**src/usb_frame_pkg.sv**
```systemverilog
// Shared constants for the frame timer and root port logic
package usb_frame_pkg;

  // ------------------------------------------------------------
  // Register offsets from the I/O base
  // ------------------------------------------------------------
  localparam logic [7:0] host_command_register_off = 8'h00;
  localparam logic [7:0] sof_timing_adjust_off = 8'h0c;
  localparam logic [7:0] root_port0_control_status_off = 8'h10;
  localparam logic [7:0] root_port1_control_status_off = 8'h12;

  // ------------------------------------------------------------
  // Reset values
  // ------------------------------------------------------------
  localparam logic [6:0] sof_value_reset = 7'h40;
  localparam logic [15:0] port_status_reset = 16'h0080;
  localparam logic [1:0] line_status_reset = 2'h0;

  // ------------------------------------------------------------
  // Command register fields
  // ------------------------------------------------------------
  localparam int cmd_run_bit = 0;
  localparam int cmd_hc_reset_bit = 1;
  localparam int cmd_global_reset_bit = 2;
  localparam int cmd_global_suspend_bit = 3;

  // ------------------------------------------------------------
  // Port control and status fields
  // ------------------------------------------------------------
  localparam int ps_connected_bit = 0;
  localparam int ps_connect_change_bit = 1;
  localparam int ps_enabled_bit = 2;
  localparam int ps_enable_change_bit = 3;
  localparam int ps_line_lo_bit = 4;
  localparam int ps_resume_bit = 6;
  localparam int ps_fixed_one_bit = 7;
  localparam int ps_low_speed_bit = 8;
  localparam int ps_port_reset_bit = 9;
  localparam int ps_suspend_bit = 12;

  // ------------------------------------------------------------
  // Frame timing
  // ------------------------------------------------------------
  localparam logic [13:0] sof_base_length = 14'h2ea0;  // 11936 counter clocks
  localparam int frame_number_width = 11;
  localparam int frame_index_width = 10;

  // ------------------------------------------------------------
  // Attach settling: 64 USB bit times at 12 Mbit/s, 40 ns clock
  // ------------------------------------------------------------
  localparam longint usb_bit_time_ps = 83333;
  localparam longint attach_bit_times = 64;
  localparam longint clock_period_ps = 40000;
  localparam longint attach_time_ps = attach_bit_times * usb_bit_time_ps;
  localparam int attach_cycles_raw = int'(attach_time_ps / clock_period_ps);
  localparam int attach_cycles = (attach_cycles_raw < 1) ? 1 : attach_cycles_raw;
  localparam logic [7:0] attach_cycles_last = 8'(attach_cycles - 1);

endpackage

```
**src/sof_frame_timer.sv**
```systemverilog
// Start-of-frame counter and frame number counter
`timescale 1ns/1ns
module sof_frame_timer (
  // Clock and reset
  input wire logic clock,
  input wire logic rst,
  // Control
  input wire logic run,
  input wire logic sof_tick,
  input wire logic [6:0] sof_value,
  // Frame outputs
  output logic sof_strobe,
  output logic [10:0] frame_number
);

  typedef struct packed {
    logic [13:0] count;
    logic [6:0] active_value;
    logic [10:0] frame;
    logic strobe;
  } timer_state_t;

  timer_state_t s;
  timer_state_t next_s;
  logic [13:0] frame_last;

  // Length fixed at the boundary, so mid-frame writes only touch the next frame
  assign frame_last = usb_frame_pkg::sof_base_length + {7'h00, s.active_value} - 14'h0001;

  always_comb begin
    next_s = s;
    next_s.strobe = 1'b0;
    if (run && sof_tick) begin
      if (s.count == frame_last) begin
        next_s.count = 14'h0000;
        next_s.active_value = sof_value;
        next_s.frame = s.frame + 11'h001;
        next_s.strobe = 1'b1;
      end else begin
        next_s.count = s.count + 14'h0001;
      end
    end
  end

  always_ff @(posedge clock) begin
    if (rst) begin
      s.count <= 14'h0000;
      s.active_value <= usb_frame_pkg::sof_value_reset;
      s.frame <= 11'h000;
      s.strobe <= 1'b0;
    end else begin
      s <= next_s;
    end
  end

  assign sof_strobe = s.strobe;
  assign frame_number = s.frame;

endmodule

```
**src/usb_frame_port_init.sv**
```systemverilog
// Frame timing adjust, command and root port status logic of a USB host controller
`timescale 1ns/1ns
module usb_frame_port_init #(
  parameter int num_ports = 2
) (
  // Clock and reset
  input wire logic clock,
  input wire logic rst,
  // I/O register access, offsets from the base
  input wire logic io_write,
  input wire logic io_read,
  input wire logic [7:0] io_offset,
  input wire logic [1:0] io_byte_en,
  input wire logic [15:0] io_wdata,
  output logic [15:0] io_rdata,
  // SOF counter clock, one pulse per 12 MHz period
  input wire logic sof_tick,
  // Root port line side
  input wire logic [1:0] device_present,
  input wire logic [1:0] device_low_speed,
  input wire logic [3:0] line_state,
  input wire logic [1:0] k_state_seen,
  output logic [1:0] port_enabled,
  output logic [1:0] port_reset_drive,
  output logic [1:0] resume_drive,
  // Frame and suspend status
  output logic sof_strobe,
  output logic [10:0] frame_number,
  output logic [9:0] frame_list_index,
  output logic global_suspend,
  output logic global_resume
);

  // ------------------------------------------------------------
  // Elaboration check
  // ------------------------------------------------------------
  if (num_ports != 2) begin : g_bad_ports
    $error("num_ports must be 2: the register map holds two port words");
  end

  // ------------------------------------------------------------
  // State
  // ------------------------------------------------------------
  typedef struct packed {
    logic connected;
    logic connect_change;
    logic enabled;
    logic enable_change;
    logic [1:0] line_status;
    logic resume;
    logic low_speed;
    logic port_reset;
    logic suspend;
    logic [7:0] attach_count;
  } port_state_t;

  typedef struct packed {
    logic run;
    logic hc_reset;
    logic global_reset;
    logic suspend;
    logic resume_signal;
    logic [6:0] sof_value;
    logic [15:0] rdata;
    port_state_t [1:0] ports;
  } ctrl_state_t;

  ctrl_state_t s;
  ctrl_state_t next_s;
  logic any_reset;
  logic timer_reset;

  // Full word write check, decoded for both ports
  function automatic logic word_write(input logic wr, input logic [7:0] off,
                                      input logic [7:0] target, input logic [1:0] be);
    word_write = wr && (off == target) && (be == 2'b11);
  endfunction

  function automatic logic [15:0] port_word(input port_state_t p);
    logic [15:0] w;
    w = 16'h0000;
    w[usb_frame_pkg::ps_connected_bit] = p.connected;
    w[usb_frame_pkg::ps_connect_change_bit] = p.connect_change;
    w[usb_frame_pkg::ps_enabled_bit] = p.enabled;
    w[usb_frame_pkg::ps_enable_change_bit] = p.enable_change;
    w[usb_frame_pkg::ps_line_lo_bit +: 2] = p.line_status;
    w[usb_frame_pkg::ps_resume_bit] = p.resume;
    w[usb_frame_pkg::ps_fixed_one_bit] = 1'b1;
    w[usb_frame_pkg::ps_low_speed_bit] = p.low_speed;
    w[usb_frame_pkg::ps_port_reset_bit] = p.port_reset;
    w[usb_frame_pkg::ps_suspend_bit] = p.suspend;
    port_word = w;
  endfunction

  // Host controller reset is one cycle; global reset holds while its bit is set
  assign any_reset = rst || s.hc_reset || s.global_reset;
  assign timer_reset = any_reset;

  // ------------------------------------------------------------
  // Next state
  // ------------------------------------------------------------
  always_comb begin
    logic [7:0] port_off;
    logic wr_port;
    logic rise;
    next_s = s;
    port_off = 8'h00;
    wr_port = 1'b0;
    rise = 1'b0;
    next_s.hc_reset = 1'b0;

    // Command register
    if (io_write && io_offset == usb_frame_pkg::host_command_register_off && io_byte_en[0]) begin
      next_s.run = io_wdata[usb_frame_pkg::cmd_run_bit];
      next_s.hc_reset = io_wdata[usb_frame_pkg::cmd_hc_reset_bit];
      next_s.global_reset = io_wdata[usb_frame_pkg::cmd_global_reset_bit];
      next_s.suspend = io_wdata[usb_frame_pkg::cmd_global_suspend_bit];
    end

    // Adjust register, byte wide; bit 7 dropped
    if (io_write && io_offset == usb_frame_pkg::sof_timing_adjust_off && io_byte_en[0]) begin
      next_s.sof_value = io_wdata[6:0];
    end

    for (int i = 0; i < 2; i++) begin
      port_off = (i == 0) ? usb_frame_pkg::root_port0_control_status_off
                          : usb_frame_pkg::root_port1_control_status_off;
      wr_port = word_write(io_write, io_offset, port_off, io_byte_en);

      // Software side first, so hardware sets below win over clears
      if (wr_port) begin
        if (io_wdata[usb_frame_pkg::ps_connect_change_bit]) begin
          next_s.ports[i].connect_change = 1'b0;
        end
        if (io_wdata[usb_frame_pkg::ps_enable_change_bit]) begin
          next_s.ports[i].enable_change = 1'b0;
        end
        next_s.ports[i].enabled = io_wdata[usb_frame_pkg::ps_enabled_bit] && s.ports[i].connected;
        next_s.ports[i].resume = io_wdata[usb_frame_pkg::ps_resume_bit];
        next_s.ports[i].port_reset = io_wdata[usb_frame_pkg::ps_port_reset_bit];
        next_s.ports[i].suspend = io_wdata[usb_frame_pkg::ps_suspend_bit];
      end

      // Attach filter: presence must hold for the settling time
      if (device_present[i] != s.ports[i].connected) begin
        if (s.ports[i].attach_count == usb_frame_pkg::attach_cycles_last) begin
          next_s.ports[i].attach_count = 8'h00;
          next_s.ports[i].connected = device_present[i];
          next_s.ports[i].connect_change = 1'b1;
          next_s.ports[i].low_speed = device_present[i] && device_low_speed[i];
        end else begin
          next_s.ports[i].attach_count = s.ports[i].attach_count + 8'h01;
        end
      end else begin
        next_s.ports[i].attach_count = 8'h00;
      end

      // Loss of device, or port reset, drops the enable
      if (!next_s.ports[i].connected || next_s.ports[i].port_reset) begin
        if (s.ports[i].enabled) begin
          next_s.ports[i].enable_change = 1'b1;
        end
        next_s.ports[i].enabled = 1'b0;
      end

      // Remote wakeup seen while the port is suspended
      if (s.ports[i].suspend && k_state_seen[i]) begin
        next_s.ports[i].resume = 1'b1;
      end

      // Line status only shows a connected port; SE0 otherwise
      next_s.ports[i].line_status = next_s.ports[i].connected ? line_state[2 * i +: 2]
                                                              : usb_frame_pkg::line_status_reset;

      rise = rise
        || (next_s.ports[i].resume && !s.ports[i].resume)
        || (next_s.ports[i].enable_change && !s.ports[i].enable_change)
        || (next_s.ports[i].connect_change && !s.ports[i].connect_change);
    end

    // Resume signalling only in global suspend, held until software leaves it
    if (!next_s.suspend) begin
      next_s.resume_signal = 1'b0;
    end else if (s.suspend && rise) begin
      next_s.resume_signal = 1'b1;
    end

    // Read data registered, answer one cycle after io_read
    next_s.rdata = 16'h0000;
    if (io_read) begin
      case (io_offset)
        usb_frame_pkg::host_command_register_off: begin
          next_s.rdata = {12'h000, s.suspend, s.global_reset, 1'b0, s.run};
        end
        usb_frame_pkg::sof_timing_adjust_off: begin
          next_s.rdata = {9'h000, s.sof_value};
        end
        usb_frame_pkg::root_port0_control_status_off: begin
          next_s.rdata = port_word(s.ports[0]);
        end
        usb_frame_pkg::root_port1_control_status_off: begin
          next_s.rdata = port_word(s.ports[1]);
        end
        default: begin
          next_s.rdata = 16'h0000;
        end
      endcase
    end
  end

  // ------------------------------------------------------------
  // Registers
  // ------------------------------------------------------------
  always_ff @(posedge clock) begin
    if (any_reset) begin
      s.run <= 1'b0;
      s.hc_reset <= 1'b0;
      s.suspend <= 1'b0;
      s.resume_signal <= 1'b0;
      s.sof_value <= usb_frame_pkg::sof_value_reset;
      s.rdata <= 16'h0000;
      s.ports <= '0;
      // Global reset bit is software's own; only a full reset or a write clears it
      if (rst) begin
        s.global_reset <= 1'b0;
      end else begin
        s.global_reset <= next_s.global_reset;
      end
    end else begin
      s <= next_s;
    end
  end

  // ------------------------------------------------------------
  // Frame timer
  // ------------------------------------------------------------
  sof_frame_timer u_timer (
    .clock(clock),
    .rst(timer_reset),
    .run(s.run),
    .sof_tick(sof_tick),
    .sof_value(s.sof_value),
    .sof_strobe(sof_strobe),
    .frame_number(frame_number)
  );

  // ------------------------------------------------------------
  // Outputs
  // ------------------------------------------------------------
  assign io_rdata = s.rdata;
  assign frame_list_index = frame_number[9:0];
  assign global_suspend = s.suspend;
  assign global_resume = s.resume_signal;
  assign port_enabled = {s.ports[1].enabled, s.ports[0].enabled};
  assign port_reset_drive = {s.ports[1].port_reset, s.ports[0].port_reset};
  assign resume_drive = {s.ports[1].resume && s.ports[1].suspend,
                         s.ports[0].resume && s.ports[0].suspend};

endmodule

```
**config.mk**
```make
export PLATFORM = sky130hd
export DESIGN_NAME = usb_frame_port_init
export DESIGN_NICKNAME = d
export VERILOG_FILES = /design/src/usb_frame_pkg.sv /design/src/sof_frame_timer.sv /design/src/usb_frame_port_init.sv
export SDC_FILE = /design/constraint.sdc
export NUM_CORES = 1
export LEC_CHECK = 0
export BUFFER_PORTS_ARGS = -buffer_cell sky130_fd_sc_hd__buf_2
export CORE_MARGIN = 1.5
export CORE_UTILIZATION = 30
export CTS_CLUSTER_DIAMETER = 50
export DETAILED_ROUTE_END_ITERATION = 10
export GPL_ROUTABILITY_DRIVEN = 0
export GPL_TIMING_DRIVEN = 0
export PLACE_DENSITY_LB_ADDON = 0.25
export SKIP_CTS_REPAIR_TIMING = 1
export SLEW_MARGIN = 20
export SYNTH_ARGS = -nofsm -noshare
export SYNTH_HDL_FRONTEND = slang
export SYNTH_SLANG_ARGS = --single-unit
```
**constraint.sdc**
```tcl
create_clock -name clock -period 4.3 [get_ports clock]
set_input_delay 0.43 -clock clock [delete_from_list [all_inputs] [get_ports clock]]
set_output_delay 0.43 -clock clock [all_outputs]
set_load 0.005 [all_outputs]
```
==> metrics.yaml <==
io_buffers: 74
cts_buffer_depth: 2
synth_area_leaders: "dfxtp_1, buf_4, nor2_1"
met2_usage: 0.2437
drtIter0Drc: 299
leakagePower_uw: 0.002267
grt_overflow: 0
die_h_um: 126.3
period_needed_ps: 2717
drive_gt1_frac: 0.2492
clk_latency_ps: 350
h-tree-depth: 3
report.final.slew_viol_count: 0
synthArstFlopShare: 0
tns_ps: 0
vdd_ir_drop_max_mv: 0.1706
nNetsFinal: 657
pwr_density_cell_mw_per_mm2: 325.2
via_per_inst: 4.896
dominantRegCellSynth: "dfxtp_1"
ys_ff_latch: 92
cts_buffers: 9
max_cap_violations: 0
synth_top_cell_area_share: 0.4041
path_clk_slew_ps: 70
core.rowCount: 44
timing.final.setup_violations: 0
initial_utilization: 0.3101
core_area_mm2: 0.01470
synthXorXnorAreaFrac: 0.06341
die-area_mm2: 0.01594
fin_skew_ps: 8.920
hpwl_mm: 8.456
gr-max-usage-layer: "met2"
use_met3: 0.04163
grt_max_degree: 16
cp_max_fo: 10
crit_path_end_kind: "register"
synthMuxAreaShare: 0.03514
hold_violations: 0
wirelength_mm: 11.36
synth_top_family_by_area: "simple AND/OR/NAND/NOR gates"
grt_antenna_before_repair: 0
via_count: 3907
synth.avg_cell_area_um2: 8.766
setup.worst_path.class: "register to register"
syn_area_mm2: 0.004558
slew_headroom: 0.4504
grt_usage: 0.1442
yosysTopAreaCell: "dfxtp_1"
grt_pass1_vias: 3657
synth_fa_ha_area_frac: 0.01921
ys_warn_count: 0
arrival_ps: 2930
area_growth_pct: 20.92
io_pins: 87
synth.lib_cells_used.distinct: 61
synth_compound_area_frac: 0.1348
tightest_slew_ps: 820.0
cts_tree: "yes"
dr.pass1.iters: 4
synth_edf_count: 0
yosys-top-cells-count: "dfxtp_1, nor2_1, buf_4, nand2_1, a21oi_1"
power_uw: 1793
diodes: 0
worst_ep_required_time_ps: 4510
max_freq_ghz: 0.3681
finalCritPeriodShare: 0.6318
rsz0062_at_grt: "false"
drc: 0
synth_cells: 520
hold_class: "primary input to register"
yosysSeqAreaShare: 0.4041
fp.dieW_um: 126.3
cts.sink_count: 92
synth-simple-area-share: 0.2454
grt_pass1_wl_mm: 18.26
yosysMostFrequentCell: "dfxtp_1"
routedWlPerCell_um: 14.24
cts_root_buffer: "clkbuf_16"
grt_util_met1: 0.1814
status: "finished clean"
start_kind: "register"
utilization: 0.3750
ant_nets: 0
critical path, stage by stage, from the launching register on:
cell	delay [ps]
dfxtp_1	450
inv_1	80
ha_1	270
nor4b_1	190
or3_4	390
a211oi_2	240
nand4_2	230
buf_6	210
buf_2	190
o31ai_1	250
a21oi_1	100
report_power, final:
| part | switching (uW) | internal, uW | leakage, uW | total, uW |
|---|---|---|---|---|
| clock network | 339 | 527 | 0.000156 | 867 |
| registers | 5.62 | 856 | 0.000742 | 861 |
| logic | 39.8 | 24.9 | 0.00137 | 64.7 |
| total | 385 | 1410 | 0.00227 | 1790 |
final cells by class:
class	instances	area, um^2
fill	1491	9188
multi-input combinational	358	2298
sequential	92	1842
buffer	60	390.4
timing repair buffer	74	370.4
clock buffer	11	242.7
tap	184	230.2
clock inverter	5	85.08
inverter	14	52.55
layer usage:
metal	share of wire	wire length (um)
met1	0.47	5350
met2	0.47	5368
met3	0.048	547
met4	0.0083	94
met5	0	0
state kept, by name, summed over array words and instances, names as in the netlist:
name,flops
u_timer.s,21
s,42
port_reset_drive,2
global_resume,1
io_rdata,11
u_timer.sof_strobe,1
u_timer.frame_number,11
port_enabled,2
global_suspend,1
cell families (layout without fill, tap and decap cells):
| logic type | after synthesis | after routing |
|---|---|---|
| simple gates | 207 | 207 |
| flops | 92 | 92 |
| compound gates | 90 | 90 |
| buf+inv | 74 | 164 |
| xor+xnor | 33 | 33 |
| mux | 16 | 16 |
| fa+ha+maj | 7 | 7 |
| other cells | 1 | 5 |
path summary, 6_finish.rpt:
check	start	end	slack (ps)	depth (start not counted)
worst min-delay path	rst	s[61]$_DFF_P_	280	2
worst max register to register	u_timer.s[12]$_SDFFE_PN0P_	u_timer.frame_number[7]$_SDFFE_PN0P_	1580	10
worst max-delay path	u_timer.s[12]$_SDFFE_PN0P_	u_timer.frame_number[7]$_SDFFE_PN0P_	1580	10
worst min register to register	u_timer.frame_number[10]$_SDFFE_PN0P_	u_timer.frame_number[10]$_SDFFE_PN0P_	480	2
per-stage QoR:
stage	hold slack, ps	std cells	setup slack, ps	instance area [um^2]
2_1_floorplan	444.7	524	1954	4573
3_3_place_gp	457.5	782	1358	5174
3_5_place_dp	466.5	782	1594	5184
4_1_cts	266.2	798	1577	5512
5_1_grt	270.6	798	1447	5512
6_report	280.3	798	1583	5512
cell usage in the layout (no fill, tap or decap), types with 3 or more instances in the layout:
cell type,netlist,final
dfxtp_1,92,92
buf_2,3,77
nor2_1,65,65
buf_4,41,41
nand2_1,34,34
a21oi_1,31,31
nand3_1,29,29
xor2_1,20,20
o21ai_0,17,17
mux2i_1,16,16
clkbuf_1,15,16
inv_1,14,14
xnor2_1,13,13
and3_1,11,11
clkbuf_16,0,9
or4_1,8,8
o31ai_1,8,8
and2_1,7,7
or3_1,7,7
a22oi_1,7,7
a222oi_1,7,7
ha_1,7,7
nand2b_1,6,6
nand4_1,6,6
conb_1,1,5
nor3_1,6,4
nor3b_1,3,3
nor2b_1,3,3
a31oi_1,3,3
Power figures use the tool's default switching activity.
